## src/include/iar_pkg.sv

```systemverilog
package iar_pkg;
  localparam logic [6:0] TGT_ADDR = 7'h37;
  localparam int unsigned BYTE_W = 8;
  localparam int unsigned WORD_W = 16;
  localparam int unsigned PTR_W = 8;
  localparam int unsigned FIFO_DEPTH = 16;
  localparam int unsigned FIFO_W = PTR_W + WORD_W;
  localparam int NUM_REGS_DFLT = 40;
  localparam logic [WORD_W-1:0] OOR_WORD = 16'hffff;
  localparam logic [3:0] BIT_LAST = 4'h8;
  localparam logic [3:0] BIT_ZERO = 4'h0;
  localparam logic [3:0] BIT_ONE = 4'h1;
  localparam logic [PTR_W-1:0] PTR_RST = 8'h00;
  localparam logic [PTR_W-1:0] PTR_MAX = 8'hff;
  localparam logic [BYTE_W-1:0] BYTE_RST = 8'h00;

  typedef enum logic [3:0] {
    ST_IDLE    = 4'h0,
    ST_DEV     = 4'h1,
    ST_DEV_ACK = 4'h2,
    ST_PTR     = 4'h3,
    ST_PTR_ACK = 4'h4,
    ST_WR      = 4'h5,
    ST_WR_ACK  = 4'h6,
    ST_RD      = 4'h7,
    ST_RD_ACK  = 4'h8
  } iar_state_t;
endpackage

```

## src/hdl/iar_fifo.sv

```systemverilog
`timescale 1ns/1ps
module iar_fifo #(
  parameter int unsigned W = 24,
  parameter int unsigned DEPTH = 16
) (
  input wire logic clk, // System clock
  input wire logic rst, // Synchronous reset
  input wire logic in_valid, // Write word offered
  output logic in_ready, // Room for a word
  input wire logic [W-1:0] in_data, // Word to store
  output logic out_valid, // Head word present
  input wire logic out_ready, // Sink takes head word
  output logic [W-1:0] out_data // Head word
);
  localparam int unsigned AW = $clog2(DEPTH);

  generate
    if (DEPTH < 2 || (1 << AW) != DEPTH || W < 1) begin : g_bad
      $error("iar_fifo: DEPTH must be a power of two of at least 2");
    end
  endgenerate

  logic [W-1:0] mem_q [DEPTH];
  logic [AW-1:0] wptr_q, wptr_d, rptr_q, rptr_d;
  logic [AW:0] cnt_q, cnt_d;
  logic out_valid_q, out_valid_d;
  logic [W-1:0] out_data_q, out_data_d;
  logic push, load;

  // Output stage is a register so the sink sees flop-driven data
  // Output word counts against DEPTH, else the buffer would hold one extra
  always_comb begin
    in_ready = ((cnt_q + (AW+1)'(out_valid_q)) != (AW+1)'(DEPTH));
    push = in_valid & in_ready;
    load = (cnt_q != '0) & (~out_valid_q | out_ready);
    wptr_d = wptr_q + AW'(push);
    rptr_d = rptr_q + AW'(load);
    cnt_d = cnt_q + (AW+1)'(push) - (AW+1)'(load);
    out_valid_d = load | (out_valid_q & ~out_ready);
    out_data_d = load ? mem_q[rptr_q] : out_data_q;
  end

  always_ff @(posedge clk) begin
    if (rst) begin
      wptr_q <= '0;
      rptr_q <= '0;
      cnt_q <= '0;
      out_valid_q <= 1'b0;
      out_data_q <= '0;
    end else begin
      wptr_q <= wptr_d;
      rptr_q <= rptr_d;
      cnt_q <= cnt_d;
      out_valid_q <= out_valid_d;
      out_data_q <= out_data_d;
    end
  end

  always_ff @(posedge clk) begin
    if (push) begin
      mem_q[wptr_q] <= in_data;
    end
  end

  assign out_valid = out_valid_q;
  assign out_data = out_data_q;
endmodule

```

## src/hdl/iar_target.sv

```systemverilog
`timescale 1ns/1ps
module iar_target #(
  parameter int NUM_REGS = iar_pkg::NUM_REGS_DFLT,
  parameter int unsigned DEPTH = iar_pkg::FIFO_DEPTH
) (
  input wire logic clk, // System clock, 10 MHz
  input wire logic rst, // Synchronous reset, active high
  input wire logic scl_i, // Bus clock pin level
  input wire logic sda_i, // Bus data pin level
  output logic sda_o, // Data pin drive value, always low
  output logic sda_oe, // Pull data pin low when high
  output logic [iar_pkg::PTR_W-1:0] rd_addr, // Register being read
  input wire logic [iar_pkg::WORD_W-1:0] rd_data, // Content of rd_addr
  output logic wr_valid, // Register write pending
  input wire logic wr_ready, // Register file takes the write
  output logic [iar_pkg::PTR_W-1:0] wr_addr, // Register to write
  output logic [iar_pkg::WORD_W-1:0] wr_data // Value to write
);
  import iar_pkg::*;

  generate
    if (NUM_REGS < 1 || NUM_REGS > (1 << PTR_W)) begin : g_bad
      $error("iar_target: NUM_REGS must lie in 1..256");
    end
  endgenerate

  // Pin synchronisers; edges compare the second stage against the third
  logic scl_s1_q, scl_s2_q, scl_p_q;
  logic sda_s1_q, sda_s2_q, sda_p_q;
  logic scl_rise, scl_fall, bus_start, bus_stop;

  always_ff @(posedge clk) begin
    if (rst) begin
      scl_s1_q <= 1'b1;
      scl_s2_q <= 1'b1;
      scl_p_q <= 1'b1;
      sda_s1_q <= 1'b1;
      sda_s2_q <= 1'b1;
      sda_p_q <= 1'b1;
    end else begin
      scl_s1_q <= scl_i;
      scl_s2_q <= scl_s1_q;
      scl_p_q <= scl_s2_q;
      sda_s1_q <= sda_i;
      sda_s2_q <= sda_s1_q;
      sda_p_q <= sda_s2_q;
    end
  end

  always_comb begin
    scl_rise = scl_s2_q & ~scl_p_q;
    scl_fall = ~scl_s2_q & scl_p_q;
    bus_start = scl_s2_q & scl_p_q & sda_p_q & ~sda_s2_q;
    bus_stop = scl_s2_q & scl_p_q & ~sda_p_q & sda_s2_q;
  end

  // Transaction state
  iar_state_t state_q, state_d;
  logic [3:0] bit_q, bit_d;
  logic [BYTE_W-1:0] sh_q, sh_d;
  logic [BYTE_W-1:0] wbuf_q, wbuf_d;
  logic [PTR_W-1:0] ptr_q, ptr_d;
  logic hi_q, hi_d;
  logic ack_q, ack_d;
  logic oe_q, oe_d;
  logic push;
  logic fifo_in_ready;
  logic in_range;
  logic [WORD_W-1:0] rd_word;
  logic [BYTE_W-1:0] rd_byte;

  always_comb begin
    in_range = (32'(ptr_q) < NUM_REGS);
    rd_word = in_range ? rd_data : OOR_WORD;
    rd_byte = hi_q ? rd_word[WORD_W-1:BYTE_W] : rd_word[BYTE_W-1:0];
  end

  always_comb begin
    state_d = state_q;
    bit_d = bit_q;
    sh_d = sh_q;
    wbuf_d = wbuf_q;
    ptr_d = ptr_q;
    hi_d = hi_q;
    ack_d = ack_q;
    oe_d = oe_q;
    push = 1'b0;
    if (bus_start) begin
      state_d = ST_DEV;
      bit_d = BIT_ZERO;
      oe_d = 1'b0;
      hi_d = 1'b1;
    end else if (bus_stop) begin
      state_d = ST_IDLE;
      oe_d = 1'b0;
    end else begin
      unique case (state_q)
        ST_IDLE: begin
        end
        ST_DEV, ST_PTR, ST_WR: begin
          if (scl_rise && bit_q != BIT_LAST) begin
            sh_d = {sh_q[BYTE_W-2:0], sda_s2_q};
            bit_d = bit_q + BIT_ONE;
          end else if (scl_fall && bit_q == BIT_LAST) begin
            if (state_q == ST_DEV) begin
              ack_d = (sh_q[BYTE_W-1:1] == TGT_ADDR);
              state_d = ST_DEV_ACK;
            end else if (state_q == ST_PTR) begin
              ack_d = (32'(sh_q) < NUM_REGS);
              ptr_d = sh_q;
              hi_d = 1'b1;
              state_d = ST_PTR_ACK;
            end else if (hi_q) begin
              wbuf_d = sh_q;
              ack_d = in_range;
              hi_d = 1'b0;
              state_d = ST_WR_ACK;
            end else begin
              // Full buffer refuses the word so the host sees the back-pressure
              ack_d = in_range & fifo_in_ready;
              push = ack_d;
              hi_d = 1'b1;
              if (ack_d) begin
                ptr_d = PTR_W'(ptr_q + 1'b1);
              end
              state_d = ST_WR_ACK;
            end
            oe_d = ack_d;
          end
        end
        ST_DEV_ACK, ST_PTR_ACK, ST_WR_ACK: begin
          if (scl_fall) begin
            oe_d = 1'b0;
            bit_d = BIT_ZERO;
            if (!ack_q) begin
              state_d = ST_IDLE;
            end else if (state_q == ST_DEV_ACK && sh_q[0]) begin
              // Read starts wherever the pointer stands
              sh_d = rd_byte;
              oe_d = ~rd_byte[BYTE_W-1];
              bit_d = BIT_ONE;
              state_d = ST_RD;
            end else if (state_q == ST_DEV_ACK) begin
              state_d = ST_PTR;
            end else begin
              state_d = ST_WR;
            end
          end
        end
        ST_RD: begin
          if (scl_fall) begin
            if (bit_q == BIT_LAST) begin
              oe_d = 1'b0;
              hi_d = ~hi_q;
              if (!hi_q && ptr_q != PTR_MAX) begin
                ptr_d = PTR_W'(ptr_q + 1'b1);
              end
              state_d = ST_RD_ACK;
            end else begin
              oe_d = ~sh_q[BYTE_W-2];
              sh_d = {sh_q[BYTE_W-2:0], 1'b0};
              bit_d = bit_q + BIT_ONE;
            end
          end
        end
        ST_RD_ACK: begin
          if (scl_rise) begin
            ack_d = ~sda_s2_q;
          end else if (scl_fall) begin
            if (ack_q) begin
              sh_d = rd_byte;
              oe_d = ~rd_byte[BYTE_W-1];
              bit_d = BIT_ONE;
              state_d = ST_RD;
            end else begin
              state_d = ST_IDLE;
            end
          end
        end
        default: begin
          state_d = ST_IDLE;
          oe_d = 1'b0;
        end
      endcase
    end
  end

  always_ff @(posedge clk) begin
    if (rst) begin
      state_q <= ST_IDLE;
      bit_q <= BIT_ZERO;
      sh_q <= BYTE_RST;
      wbuf_q <= BYTE_RST;
      ptr_q <= PTR_RST;
      hi_q <= 1'b1;
      ack_q <= 1'b0;
      oe_q <= 1'b0;
    end else begin
      state_q <= state_d;
      bit_q <= bit_d;
      sh_q <= sh_d;
      wbuf_q <= wbuf_d;
      ptr_q <= ptr_d;
      hi_q <= hi_d;
      ack_q <= ack_d;
      oe_q <= oe_d;
    end
  end

  // Open-drain: the level driven is fixed low, only the enable moves
  logic sda_o_q;
  always_ff @(posedge clk) begin
    sda_o_q <= 1'b0;
  end

  logic [FIFO_W-1:0] fifo_out;

  iar_fifo #(
    .W(FIFO_W),
    .DEPTH(DEPTH)
  ) u_fifo (
    .clk(clk),
    .rst(rst),
    .in_valid(push),
    .in_ready(fifo_in_ready),
    .in_data({ptr_q, wbuf_q, sh_q}),
    .out_valid(wr_valid),
    .out_ready(wr_ready),
    .out_data(fifo_out)
  );

  assign sda_o = sda_o_q;
  assign sda_oe = oe_q;
  assign rd_addr = ptr_q;
  assign wr_addr = fifo_out[FIFO_W-1:WORD_W];
  assign wr_data = fifo_out[WORD_W-1:0];
endmodule

```

## config.mk

```make
export PLATFORM = sky130hd
export DESIGN_NAME = iar_target
export DESIGN_NICKNAME = d
export VERILOG_FILES = /design/src/include/iar_pkg.sv /design/src/hdl/iar_fifo.sv /design/src/hdl/iar_target.sv
export SDC_FILE = /design/constraint.sdc
export NUM_CORES = 1
export LEC_CHECK = 0
export BUFFER_PORTS_ARGS = -buffer_cell sky130_fd_sc_hd__buf_2
export CELL_PAD_IN_SITES_DETAIL_PLACEMENT = 1
export CELL_PAD_IN_SITES_GLOBAL_PLACEMENT = 2
export CORE_ASPECT_RATIO = 1.2
export CORE_MARGIN = 1
export CORE_UTILIZATION = 47
export CTS_CLUSTER_SIZE = 25
export DETAILED_ROUTE_END_ITERATION = 7
export PLACE_DENSITY_LB_ADDON = 0.1
export SLEW_MARGIN = 20
export SYNTH_ARGS = -nofsm -noshare
export SYNTH_HDL_FRONTEND = slang
export SYNTH_SLANG_ARGS = --single-unit
```

## constraint.sdc

```tcl
create_clock -name clk -period 4.2 [get_ports clk]
set_input_delay 0.42 -clock clk [delete_from_list [all_inputs] [get_ports clk]]
set_output_delay 0.42 -clock clk [all_outputs]
set_load 0.01 [all_outputs]
```

# After elaboration in Yosys (flattened, before gate mapping)
# Memories as Yosys holds them, arrays and structs flattened. A register that Yosys moved wholly into a read port is not among the register bits.
# Index checks and enable logic that the tools add are counted.
word_totals:
  regBits: 55
  mem_bits_rw: 384
  inputBits: 21
  out_inout_bits: 35
  word_cells: 200
  mem_count: 1
mem_list:
  columns: ["name", "words", "width", "rd", "rd_ports_with_merged_regs", "write_ports", "line_no", "source"]
  rows:
  - ["u_fifo.mem_q", 16, 24, 1, 1, 1, "iar_fifo.sv:23", "logic [W-1:0] mem_q [DEPTH];"]
op_classes:
  add_sub_neg: 7
  order_cmp: 2
  eq_ne: 38
  muxes: 82
  bitwise: 28
  reduce_logical: 23
op_table:
  columns: ["cell", "count"]
  rows:
  - ["8-bit 2-to-1 mux", 19]
  - ["4-bit 2-to-1 mux", 14]
  - ["1-bit 2-to-1 mux", 35]
  - ["4-bit != test, second input constant", 8]
  - ["8-bit case mux with 4 select lines", 1]
  - ["8-bit AND reduction", 4]
  - ["2-bit != test, second input constant", 15]
  - ["4-bit case mux with 5 select lines", 1]
  - ["4-bit by 3-bit equality test with 1-bit output, second input constant", 4]
  - ["8-bit by 6-bit < comparator with 1-bit output, second input constant", 2]
  - ["16-bit 2-to-1 mux", 1]
  - ["4-bit case mux with 4 select lines", 1]
  - ["8-bit case mux with 2 select lines", 1]
  - ["3-bit 2-to-1 mux", 5]
  - ["1-bit NOT", 15]
  - ["12-bit AND reduction", 1]
  - ["1-bit AND", 11]
  - ["11-bit AND reduction", 1]
  - ["5-bit by 1-bit adder with 5-bit output", 2]
  - ["3-bit != test, second input constant", 3]
  - ["9-bit AND reduction", 1]
  - ["3-bit OR reduction", 3]
  - ["4-bit by 1-bit adder with 4-bit output", 2]
  - ["8-bit by 1-bit adder with 8-bit output, second input constant", 1]
  - ["21 further kinds", 29]

# Depth between registers and ports, before layout
# Gate-level depths: netlist of run 1.
logic_depth:
  depth_word: 14
  mapped_depth: 13
  ltp_nobuf: 13

# Hierarchy
# From an unflattened synthesis of run 1, not the netlist that was laid out.
unflattened:
  hier_cells: 1049
  hier_area_um2: 18749.2
modules_own_cells:
  columns: ["module", "instances", "cells_each", "area_each_um2"]
  rows:
  - ["iar_fifo", 1, 746, 16171.8]
  - ["iar_target", 1, 303, 2577.5]

# Worst setup path after synthesis of run 1
# Ideal clock, no wire load.
synth_timing:
  path_kind: "register -> register"
  startpoint: "reg ptr_q[7], in the netlist rd_addr[7]"
  endpoint: "mem u_fifo.mem_q[2][0], enable pin"
  setup_time_ns: 0.435
  arrival_ns: 3.424
  required_time_ns: 3.765
  setup_slack_ns: 0.340
  stages_incl_launch_ff: 6
  cell_sequence: "dfxtp_1 > or2_1 > or3b_4 > a2111oi_4 > nand3b_1 > nor3_1"
synth_between:
  elab_chain_len: 13
synth_rtl:
  columns: ["element", "line_no", "source"]
  rows:
  - ["from (decl)", "iar_target.sv:62", "logic [PTR_W-1:0] ptr_q, ptr_d;"]
  - ["from (signal assigned)", "iar_target.sv:203", "ptr_q <= ptr_d;"]
  - ["8-bit by 6-bit < comparator with 1-bit output", "iar_target.sv:73", "in_range = (32'(ptr_q) < NUM_REGS);"]
  - ["1-bit AND", "iar_target.sv:120", "ack_d = in_range & fifo_in_ready;"]
  - ["1-bit 2-to-1 mux", "iar_target.sv:113", "end else if (hi_q) begin"]
  - ["1-bit 2-to-1 mux", "iar_target.sv:108", "end else if (state_q == ST_PTR) begin"]
  - ["1-bit 2-to-1 mux", "iar_target.sv:105", "if (state_q == ST_DEV) begin"]
  - ["1-bit 2-to-1 mux", "iar_target.sv:104", "end else if (scl_fall && bit_q == BIT_LAST) begin"]
  - ["1-bit 2-to-1 mux", "iar_target.sv:101", "if (scl_rise && bit_q != BIT_LAST) begin"]
  - ["1-bit 2-to-1 mux", "iar_target.sv:97", "unique case (state_q)"]
  - ["1-bit 2-to-1 mux", "iar_target.sv:93", "end else if (bus_stop) begin"]
  - ["1-bit 2-to-1 mux", "iar_target.sv:88", "if (bus_start) begin"]
  - ["1-bit AND", "iar_fifo.sv:34", "push = in_valid & in_ready;"]
  - ["1-bit 2-to-1 mux", "iar_fifo.sv:60", "if (push) begin"]
  - ["1-bit 2-to-1 mux (not written as such)", "iar_fifo.sv:61", "mem_q[wptr_q] <= in_data;"]
  - ["to (decl)", "iar_fifo.sv:23", null]
# Every way passes these cells.

# Worst setup path in the final report of run 1
layout_timing:
  startpoint: "reg state_q[0]"
  endpoint: "mem u_fifo.mem_q[4][18], enable pin"
layout_between:
  elab_chain_len: 11
  elab_cells_between_ends: 14
layout_rtl:
  columns: ["element", "line_no", "source"]
  rows:
  - ["from (decl)", "iar_target.sv:58", "iar_state_t state_q, state_d;"]
  - ["from (signal assigned)", "iar_target.sv:199", "state_q <= state_d;"]
  - ["4-bit by 2-bit equality test with 1-bit output", "iar_target.sv:97, iar_target.sv:108", null]
  - ["1-bit 2-to-1 mux", "iar_target.sv:108", null]
  - ["1-bit 2-to-1 mux", "iar_target.sv:105", null]
  - ["1-bit 2-to-1 mux", "iar_target.sv:104", null]
  - ["1-bit 2-to-1 mux", "iar_target.sv:101", null]
  - ["1-bit 2-to-1 mux *", "iar_target.sv:97", null]
  - ["1-bit 2-to-1 mux *", "iar_target.sv:93", null]
  - ["1-bit 2-to-1 mux *", "iar_target.sv:88", null]
  - ["1-bit AND *", "iar_fifo.sv:34", null]
  - ["1-bit 2-to-1 mux *", "iar_fifo.sv:60", null]
  - ["1-bit 2-to-1 mux (not written as such) *", "iar_fifo.sv:61", null]
# Mark *: on every way between the ends. The rest lies on a longest branch, timed or not.

==> results of run 1 <==
-- path summary, 6_finish.rpt --
| kind | end | cells after the start | startpoint | slack (ns) |
|---|---|---|---|---|
| worst max-delay path | u_fifo.mem_q[4][18] | 6 | state_q[0] | 0.86 |
| worst min-delay path | sda_s1_q | 2 | sda_i | 0.05 |
| worst max register to register | u_fifo.mem_q[4][18] | 6 | state_q[0] | 0.86 |
| worst min register to register | sda_s2_q | 1 | sda_s1_q | 0.41 |
-- placed cells by master (no fill, tap or decap), drive strengths merged, types with 21 or more instances in the layout --
master / n
edfxtp: 384
buf: 101
mux4: 96
dfxtp: 79
nor2: 75
mux2i: 65
clkbuf: 64
a21oi: 49
o21ai: 40
nand3: 22
nand2: 21
-- synth_stat cells, types with 6 or more instances --
cell type  instances
a21oi_1           49
nor3_1             9
o32ai_1            6
clkbuf_1          35
nand2_1           21
inv_1             14
dfxtp_1           79
o21ai_0           39
ha_1              17
edfxtp_1         384
mux2i_1           65
nor2_1            75
buf_4             10
buf_2             14
o311ai_0           8
xnor2_1            7
nand3_1           22
or2_2              7
o31ai_1           10
nor2b_1           16
mux4_2            96
-- through the flow --
| step | utilization, % | hold slack [ns] | area (um^2) |
|---|---|---|---|
| floorplan | - | 0.389 | 18700 |
| detailed placement | 50.7 | 0.399 | 19800 |
| CTS | 54.8 | 0.0237 | 21400 |
| global placement | 50.7 | 0.400 | 19800 |
| global route | 54.8 | 0.0355 | 21400 |
| finish | 54.8 | 0.0498 | 21400 |
-- where the power goes --
part | leakage, nW | switching (mW) | internal [mW]
Clock | 0.763 | 1.72 | 2.56
Sequential | 3.98 | 0.240 | 5.05
Combinational | 1.96 | 0.952 | 0.901
Total | 6.70 | 2.91 | 8.51
-- area by class of cell --
| cell class | count | area (um^2) | share of cell area [%] |
|---|---|---|---|
| Clock inverter | 23 | 268 | 1.25 |
| Sequential cell | 463 | 13100 | 61.3 |
| Inverter | 14 | 52.6 | 0.246 |
| Multi-Input combinational cell | 538 | 5280 | 24.7 |
| Tap cell | 526 | 658 | 3.08 |
| Clock buffer | 64 | 1310 | 6.13 |
| Timing Repair Buffer | 101 | 698 | 3.26 |
-- registers in the layout (all words and copies together), names as in the netlist, 4 cells and up --
| register | flops |
|---|---|
| bit_q | 4 |
| u_fifo.wptr_q | 4 |
| u_fifo.mem_q | 384 |
| rd_addr | 8 |
| u_fifo.rptr_q | 4 |
| sh_q | 8 |
| u_fifo.cnt_q | 5 |
| u_fifo.out_data | 24 |
| wbuf_q | 8 |
| state_q | 4 |
-- worst max-delay path, stage by stage (launching register included) --
cell and delay (ns):
dfxtp_1 0.65, nand2b_4 0.14, or3_4 0.41, a2111oi_4 0.56
or3b_1 0.58, nor2_4 0.32, buf_4 0.35
-- kinds of logic after synthesis --
kind of cell / synth area share [%]
flops: 70.1
simple gates: 5.55
mux: 15.0
compound gates: 5.27
buf+inv: 2.31
fa+ha+maj: 1.24
xor+xnor: 0.468
other cells: 0.0200
-- per-layer routing --
| layer | up-vias | GRT usage (%) | wire length (um) |
|---|---|---|---|
| li1 | 4460 | - | - |
| met1 | 5333 | 29.1 | 18700 |
| met2 | 235 | 45.1 | 25800 |
| met3 | 69 | 3.24 | 1590 |
| met4 | 0 | 8.78 | 1520 |
| met5 | - | 0 | 0 |
==> results.txt, run 1 <==
----------------------------------------------------
[Run status]
  Run status ... finished clean

[Flow run]
  Count of max-cap constraint violations ... 0

[Drt]
  First DRT Iteration DRCs ... 658
  Post-route ant nets ... 0
  Final routed wire length divided by cell count ... 27.6 um
  Average via count per standard cell ... 5.84
  Detailed-route DRC error count ... 0
  Total wire length after detailed routing ... around 48 mm
  Vias post-DR ... 10.1k
  Drt pass-1 iters ... 7

[Power]
  Overall power ... between 10 and 15 mW
  Peak supply drop ... 0.000280 V
  Leak ... 6.70 nW
  Areal power density over the cells ... 534 nW/um^2

[Synthesis]
  Flops & latches, synth ... 463
  Number of unique standard cell types used by synthesis ... between 70 and 80
  Async SR Flop Fraction ... 0%
  Largest area contributor in the synthesized netlist ... edfxtp_1
  Warnings from Yosys ... 0
  Syn Std Cell Area ... 18700 um^2
  Sequential fraction of the synthesis area ... about 70%
  Post-synthesis area per instance ... 17.2 um^2
  Area share of the largest cell type after synthesis ... 61.6%
  Number of nets produced by synthesis ... 1125
  Post-synth EDFFs ... 384
  Top FF cell, synth ... edfxtp_1
  Cell types with the largest area share after synthesis ... edfxtp_1 62%, mux4_2 12%, dfxtp_1 8.5%, mux2i_1 3.5%, nor2_1 1.5%
  Synthesized instance count ... 1086

[Floorplan]
  Die Footprint ... between 40000 and 50000 um^2
  Vertical die dimension ... between 200 and 250 um
  Initial cell density of the core ... between 40% and 50%
  Die width ... 184 um
  Number of top-level pins ... 56
  Number of standard-cell rows in the floorplan ... 79
  Std-Cell Core Area ... ~39000 um^2

[GRT]
  Overall global routing resource usage ... 24.4%
  Pin count of the biggest net entering global routing ... 51
  Antenna violations before repair ... 0
  Remaining Overflow, GRT ... 0
  Number of global-route vias before repair ... 10.6k
  Global-route wire length before repair ... roughly 70 mm

[Clocking]
  CTS buffer count ... 47
  Clock transition at path regs ... 0.06 ns
  Clock root buffer ... clkbuf_16
  Clk_lat worst skew ... 0.56 ns
  Number of buffers inserted to repair setup after CTS ... 0
  TritonCTS clock tree ... yes
  Hold bufs inserted after CTS ... 0
  Maximum buffer depth of the clock tree ... 3
  Total clock sinks ... 463
  Max H-tree Level ... 2
  Post-cts gate resize count ... 0

[Placement]
  Weighted congestion at the end of routability-driven global placement ... 0.784
  Count of input and output buffers ... 54
  Dpl cells ... 1642
  Worst setup timing slack at the placement stage ... 0.846 ns
  HPWL after detailed placement ... ~31 mm

[Setup path]
  Classification of the worst setup path ... register to register
  Startpoint type of the worst setup path ... register
  Critical path required time ... around 4.4 ns
  Largest driver fanout on the critical path ... 17
  WP data arrival ... 3.57 ns
  Kind of end point of the critical path ... register

[STA]
  Maximum operating frequency ... between 200 and 300 MHz
  Worst-case headroom to the max-slew limit ... 34.3%
  Minimum clock period after layout ... 3.34 ns
  Total count of max-transition violations in the final report ... 0
  Post-route setup slack ... 0.856 ns
  # setup viols final ... 0
  Number of hold violations in the final report ... 0
  Unrepaired setup endpoints after global routing ... no
  Worst clock skew on the final layout ... between 0.015 and 0.02 ns
  Share of the clock period used by the worst path ... 79.6%
  Slew at the pin closest to its max-slew limit ... 0.983 ns
  Total negative setup slack ... 0 ns

[Final layout]
  Filler-free cell count of the finished design ... roughly 1.7k
  Number of nets in the final layout ... 1204
  Ant diodes ... 0
  Synthesis-to-layout area growth ... 14.4%
  Filler Cells Inserted ... 3517
  Proportion of layout cells with a drive suffix above 1 ... 25.4%

[Hold path]
  Path class of the lowest-slack min-delay path ... primary input to register

----------------------------------------------------
No activity file was read; power rests on OpenSTA's default activity.
==> run 2, diff against run 1 <==
Settings changed: CORE_UTILIZATION 47 to 43.
Clock period 4.2 ns to 2.8 ns, I/O delays scaled along.
==> run 2 against run 1 <==
  * Combinational power increased by 61%
  * Largest cell class unchanged
  * Global-route usage decreased by 2.4 points
  * Worst hold slack improved by 0.051 ns
  * The run now ends with DRC left
  * Final cell count increased by 4.5%
  * Largest power group unchanged
==> results.txt, run 2 (same netlist as run 1, synthesis figures left out) <==
----------------------------------------------------
[Run status]
  Run status ... complete, but fails checks
  Violated checks ... DRC

[Power]
  Leak ... 6.95 nW (+3.8%)
  Internal Power ... 12.5 mW (+47%)
  Net switching power ... 4.42 mW (+52%)
  Fraction of power consumed by sequential logic ... 46.7% (+0.4 points)
  Net Sw Frac ... 26.0% (+0.57 points)
  Areal power density over the cells ... 772 nW/um^2 (+45%)
  Share of power burned in the clock network ... 35.8% (-1.6 points)
  Peak supply drop ... 0.000398 V (+42%)
  Portion of total power attributed to combinational logic ... 17.5% (+1.3 points)

[Drt]
  Detailed-route wire length on metal 1 ... 19.8 mm (+5.9%)
  First DRT Iteration DRCs ... 571 (-13%)
  Met2 Routed Length ... 24.6 mm (-4.8%)
  Average via count per standard cell ... 5.64 (-3.3%)
  Drt pass-1 iters ... 6 (-1)
  Top layer reached by signal wires ... met4
  Vias post-DR ... 10.2k (+0.96%)
  Detailed route wirelength on metal3 ... 1.60 mm (+0.19%)
  Final routed wire length divided by cell count ... 26.0 um (-5.5%)
  Post-route ant nets ... 0 (unchanged)
  Detailed-route DRC error count ... 6 (+6)
  Total wire length after detailed routing ... 47.0 mm (-1.3%)

[Clocking]
  Clock transition at path regs ... 0.06 ns (about the same)
  Total clock sinks ... 463 (unchanged)
  Maximum buffer depth of the clock tree ... 3 (unchanged)
  Max H-tree Level ... 2 (unchanged)
  Clock root buffer ... clkbuf_16
  TritonCTS clock tree ... yes
  Clk_lat worst skew ... 0.56 ns (about the same)
  CTS buffer count ... 48 (+2.1%)

[Final layout]
  Max FFs per register ... 384 (unchanged)
  Final Util ... 51.2% (-3.6 points)
  Proportion of layout cells with a drive suffix above 1 ... 29.7% (+4.2 points)
  Number of nets in the final layout ... 1254 (+4.2%)
  Register with the most flip-flops ... u_fifo.mem_q
  Synthesis-to-layout area growth ... 17.4%
  Commonest cells after routing, fill and taps aside ... 384 x edfxtp_1, 96 x mux4_2, 73 x buf_4, 67 x dfxtp_1, 65 x mux2i_1
  Ant diodes ... 0 (unchanged)
  Most common cell after layout, fill and taps aside ... edfxtp_1
  Filler-free cell count of the finished design ... 1806 (+4.5%)

[STA]
  Number of hold violations in the final report ... 0 (unchanged)
  Share of the clock period used by the worst path ... 96.2% (+17 points)
  Minimum clock period after layout ... 2.69 ns (-0.652 ns)
  Unrepaired setup endpoints after global routing ... no
  Post-Route Hold Slack ... 0.101 ns (+0.0510 ns)
  # setup viols final ... 0 (unchanged)
  Worst clock skew on the final layout ... 0.0174 ns (-0.000274 ns)
  Slew at the pin closest to its max-slew limit ... 0.784 ns (-0.200 ns)
  Total negative setup slack ... 0 ns (unchanged)
  Worst-case headroom to the max-slew limit ... 46.4% (+12 points)
  Maximum operating frequency ... 371 MHz (+24%)
  Post-route setup slack ... 0.108 ns (-0.748 ns)
  Total count of max-transition violations in the final report ... 0 (unchanged)

[GRT]
  Number of global-route vias before repair ... 11.0k (+4.0%)
  Global-route wire length before repair ... 70.8 mm (+0.97%)
  Remaining Overflow, GRT ... 0 (unchanged)
  Overall global routing resource usage ... 22.0% (-2.4 points)
  Antenna violations before repair ... 0 (unchanged)
  Pin count of the biggest net entering global routing ... 34 (-33%)

[Floorplan]
  Die width ... 192 um (+4.5%)
  Number of standard-cell rows in the floorplan ... 83 (+5.1%)
  Number of top-level pins ... 56 (unchanged)
  Std-Cell Core Area ... 42900 um^2 (+9.9%)
  Vertical die dimension ... 230 um (+4.5%)
  Die Footprint ... 44300 um^2 (+9.2%)
  Initial cell density of the core ... 43.6% (-4.3 points)

[Setup path]
  Kind of end point of the critical path ... register
  RR Endpoint ... u_fifo.mem_q[0][5]
  Largest driver fanout on the critical path ... 17 (unchanged)
  Crit. path cell count ... 8 (+2)
  Startpoint type of the worst setup path ... register
  CP peak stage delay ... 0.51 ns (-0.14 ns)
  Cells traversed along the worst timing path ... inv_2 -> ha_4 -> nand3b_4 -> or3_4 -> a2111oi_4 -> or3b_4 -> nor3_4 -> buf_12
  Startpoint of the most critical register-to-register path ... bit_q[1]
  Critical-path cell with the highest stage delay ... or3b_4
  Logic depth of the worst register-to-register path ... 8 (+2)
  WP data arrival ... 2.95 ns (-0.62 ns)
  CP endpoint ... u_fifo.mem_q[0][5]
  Family with the most delay on the worst path ... simple AND/OR/NAND/NOR gates
  Critical path required time ... 3.05 ns (-1.38 ns)
  Classification of the worst setup path ... register to register
  Critical Path Source ... bit_q[1]
  Bufs and invs on worst path ... 2 (+1)
  Minimum setup slack among reg-to-reg paths ... 0.11 ns (-0.75 ns)

[Placement]
  Dpl cells ... 1715 (+4.4%)
  Worst setup timing slack at the placement stage ... 0.0234 ns (-0.823 ns)
  HPWL after detailed placement ... 30.6 mm (-0.87%)
  Count of input and output buffers ... 54 (unchanged)
  Weighted congestion at the end of routability-driven global placement ... 0.823 (+5.0%)

[Flow run]
  Count of max-cap constraint violations ... 0 (unchanged)

[Hold path]
  Path class of the lowest-slack min-delay path ... primary input to register

----------------------------------------------------
-- run 2: changes by cell type in the layout (fill, tap and decap cells not counted), moves of 3 or more --
cell and change:
buf_12 +15, buf_4 +32, bufinv_16 -4, clkinv_1 +3, clkinv_2 +4, dfxtp_1 -9, dfxtp_2 +8, nor3_2 -3
nor3_4 +3
-- run 2: timing repair --
item / 4_1_cts / 5_1_grt
hold endpoints to repair: 2 / 0
setup buffers: 0 / 0
hold buffers: 2 / 0
setup endpoints to repair: 0 / 60
resized for setup: 0 / 7
-- run 2: how the worst min path moves through the flow --
stage                  endpoint      from  cells past startpoint  slack [ns]
6_report       u_fifo.out_valid       rst                      2        0.10
4_1_cts        u_fifo.out_valid       rst                      2        0.08
2_1_floorplan          scl_s1_q     scl_i                      1        0.38
3_3_place_gp           sda_s2_q  sda_s1_q                      1        0.40
3_5_place_dp           sda_s2_q  sda_s1_q                      1        0.40
5_1_grt        u_fifo.rptr_q[2]       rst                      2         0.1
-- run 2: metrics by stage --
stage          instance area (um^2)  power [mW]
2_1_floorplan                 18800        9.95
3_3_place_gp                  20400        11.0
3_5_place_dp                  20400        11.1
4_1_cts                       21900        17.2
5_1_grt                       22000        17.7
6_report                      22000        17.0
-- run 2: power groups by stage --
stage	Combinational, mW	Sequential (mW)	Clock [mW]
final	2.97	7.91	6.07
after floorplan	2.04	7.90	0
after global routing	3.25	7.95	6.47
after detailed placement	3.02	8.05	0
after global placement	2.99	8.04	0
after CTS	3.03	7.91	6.23
-- run 2: layout make-up --
class                   count  area, um^2
well taps                 552         691
clock buffers              63        1310
fillers                  4037       20900
flip-flops and latches    463       13100
inverters                  14        52.6
clock inverters            26         180
repair buffers            150        1260
multi-input cells         538        5340
-- run 2: per-layer routing --
| layer | GRT usage (%) | vias up |
|---|---|---|
| met2 | 38.6 | 185 |
| met3 | 2.83 | 62 |
| met5 | 0 | - |
| met4 | 6.13 | 0 |
| met1 | 28.6 | 5391 |
| li1 | - | 4556 |
==> run 3, diff against run 2 <==
Settings changed: CORE_UTILIZATION 43 to 47, REMOVE_ABC_BUFFERS from default to 1.
Clock period 2.8 ns to 3 ns, I/O delays scaled along.
==> run 3 against run 2 <==
  * The flow now finishes without violations
  * Routed wire length shrank 3.2%
  * Cell area decreased by 0.85%
  * Total power fell by 6.5%
  * Fmax decreased by 4.3%
  * Global-route usage up 1.2 points
  * Highest routed layer unchanged
  * Largest power group unchanged
  * Register-to-register slack better by 0.08 ns
  * Via count fell by 1.2%
  * Sequential power is 7.5% lower
  * Utilization increased by 4.6 points
  * Sequential share of layout area is 0.45 points higher
==> results.txt, run 3 (same netlist as run 1, synthesis figures left out) <==
----------------------------------------------------
[Final layout]
  Filler Cells Inserted ... 3544 (-12%)
  Most common cell after layout, fill and taps aside ... edfxtp_1
  Synthesis-to-layout area growth ... 16.4%
  Commonest cells after routing, fill and taps aside ... 384 x edfxtp_1, 96 x mux4_2, 76 x dfxtp_1, 65 x mux2i_1, 63 x buf_4
  Final Util ... 55.8% (+4.6 points)
  Max FFs per register ... 384 (unchanged)
  Number of nets in the final layout ... 1241 (-1.0%)
  Register with the most flip-flops ... u_fifo.mem_q
  Proportion of layout cells with a drive suffix above 1 ... 27.3% (-2.3 points)
  Ant diodes ... 0 (unchanged)

[GRT]
  Pin count of the biggest net entering global routing ... 31 (-8.8%)
  Antenna violations before repair ... 0 (unchanged)
  Remaining Overflow, GRT ... 0 (unchanged)
  Number of global-route vias before repair ... 10.8k (-1.5%)
  Overall global routing resource usage ... 23.3% (+1.2 points)
  Global-route wire length before repair ... 67.9 mm (-4.1%)

[Drt]
  Drt pass-1 iters ... 5 (-1)
  Final routed wire length divided by cell count ... 25.8 um (-0.81%)
  Vias post-DR ... 10.1k (-1.2%)
  First DRT Iteration DRCs ... 653 (+14%)
  Detailed-route DRC error count ... 0 (-6)
  Post-route ant nets ... 0 (unchanged)
  Average via count per standard cell ... 5.72 (+1.3%)
  Total wire length after detailed routing ... 45.5 mm (-3.2%)

[Floorplan]
  Number of top-level pins ... 56 (unchanged)
  Vertical die dimension ... 221 um (-4.3%)
  Die width ... 184 um (-4.3%)
  Die Footprint ... 40600 um^2 (-8.4%)
  Initial cell density of the core ... 47.9% (+4.3 points)
  Std-Cell Core Area ... 39000 um^2 (-9.0%)
  Number of standard-cell rows in the floorplan ... 79 (-4.8%)

[STA]
  Number of hold violations in the final report ... 0 (unchanged)
  Share of the clock period used by the worst path ... 93.8% (-2.3 points)
  Worst clock skew on the final layout ... 0.0227 ns (+0.00536 ns)
  Minimum clock period after layout ... 2.81 ns (+0.122 ns)
  Worst-case headroom to the max-slew limit ... 46.8% (+0.38 points)
  # setup viols final ... 0 (unchanged)
  Maximum operating frequency ... 355 MHz (-4.3%)
  Slew at the pin closest to its max-slew limit ... 0.778 ns (-0.00558 ns)
  Post-Route Hold Slack ... 0.117 ns (+0.0165 ns)
  Total count of max-transition violations in the final report ... 0 (unchanged)
  Unrepaired setup endpoints after global routing ... no

[Setup path]
  Startpoint of the most critical register-to-register path ... bit_q[0]
  Kind of end point of the critical path ... register
  Classification of the worst setup path ... register to register
  Largest driver fanout on the critical path ... 20 (+3)
  Critical Path Source ... bit_q[0]
  WP data arrival ... 3.05 ns (+0.10 ns)
  RR Endpoint ... u_fifo.mem_q[0][10]
  Minimum setup slack among reg-to-reg paths ... 0.19 ns (+0.08 ns)
  CP endpoint ... u_fifo.mem_q[0][10]
  Logic depth of the worst register-to-register path ... 8 (unchanged)
  Startpoint type of the worst setup path ... register
  Critical path required time ... 3.24 ns (+0.19 ns)

[Clocking]
  Max H-tree Level ... 2 (unchanged)
  Clock transition at path regs ... 0.06 ns (about the same)
  Maximum buffer depth of the clock tree ... 3 (unchanged)
  Number of buffers inserted to repair setup after CTS ... 0 (unchanged)
  Clk_lat worst skew ... 0.56 ns (about the same)
  Clock root buffer ... clkbuf_16
  TritonCTS clock tree ... yes
  Total clock sinks ... 463 (unchanged)
  CTS buffer count ... 47 (-2.1%)

[Flow run]
  Count of max-cap constraint violations ... 0 (unchanged)

[Placement]
  HPWL after detailed placement ... 29.1 mm (-4.7%)
  Weighted congestion at the end of routability-driven global placement ... 0.803 (-2.5%)
  Count of input and output buffers ... 54 (unchanged)

[Hold path]
  Path class of the lowest-slack min-delay path ... primary input to register

[Power]
  Peak supply drop ... 0.000558 V (+40%)
  Leak ... 6.88 nW (-0.95%)
  Areal power density over the cells ... 728 nW/um^2 (-5.7%)

[Run status]
  Run status ... finished clean

----------------------------------------------------
-- run 3: changes by cell type in the layout (fill, tap and decap cells not counted), sizes merged --
cell / change
clkbuf: +3
clkinv: -12
buf: -12
inv: -1
bufinv: +3
clkinvlp: +2
-- run 3: worst max-delay path: stages, from the launching register on --
cell and delay (ns):
dfxtp_1 0.35, inv_1 0.08, ha_1 0.21, nand3b_4 0.11
or3_4 0.43, a2111oi_4 0.36, or3b_4 0.51, nor3_4 0.21
buf_12 0.22
-- run 3: layer usage --
layer,share of wire [%],up-vias,global-route usage (%)
met2,51,226,40.4
met3,4.0,65,3.60
li1,-,4535,-
met4,3.0,0,7.97
met1,42,5250,29.8
met5,0,-,0
-- run 3: how the worst min path moves through the flow --
stage,from,slack [ns],cells after the start,end
floorplan,rst,0.37,1,state_q[0]
global placement,sda_s1_q,0.40,1,sda_s2_q
detailed placement,sda_s1_q,0.41,1,sda_s2_q
CTS,wr_ready,0.09,4,u_fifo.out_valid
global route,wr_ready,0.14,4,u_fifo.out_valid
finish,wr_ready,0.12,4,u_fifo.out_valid
-- run 3: repair_timing --
item | 4_1_cts | 5_1_grt
gates resized for setup | 0 | 2
hold buffers | 2 | 0
endpoints found under the hold margin | 2 | 0
endpoints found under the setup margin | 0 | 21
-- run 3: layout make-up --
type	count	area [um^2]	share of cell area [%]
inverter	14	52.6	0.241
clock buffer	66	1280	5.87
sequential	463	13100	60.3
clock inverter	18	235	1.08
multi-input combinational	538	5290	24.3
timing repair buffer	138	1140	5.25
tap	526	658	3.02
-- run 3: power breakdown --
part	switching (mW)	internal, mW
combinational	1.37	1.36
sequential	0.253	7.07
clock	2.40	3.41
total	4.01	11.8
-- run 3: stage by stage --
| stage | total power [mW] | cell area (um^2) | instances | TNS [ns] | worst slack (ns) |
|---|---|---|---|---|---|
| after floorplan | 9.38 | 18300 | 1015 | -260.29 | -2.20 |
| after detailed placement | 10.3 | 20200 | 1677 | 0 | 0.0757 |
| after CTS | 16.1 | 21800 | 1763 | 0 | 0.0363 |
| final | 15.8 | 21800 | 1763 | 0 | 0.186 |
| after global placement | 10.2 | 20200 | 1677 | 0 | 0.149 |
| after global routing | 16.5 | 21800 | 1763 | 0 | 0.0505 |
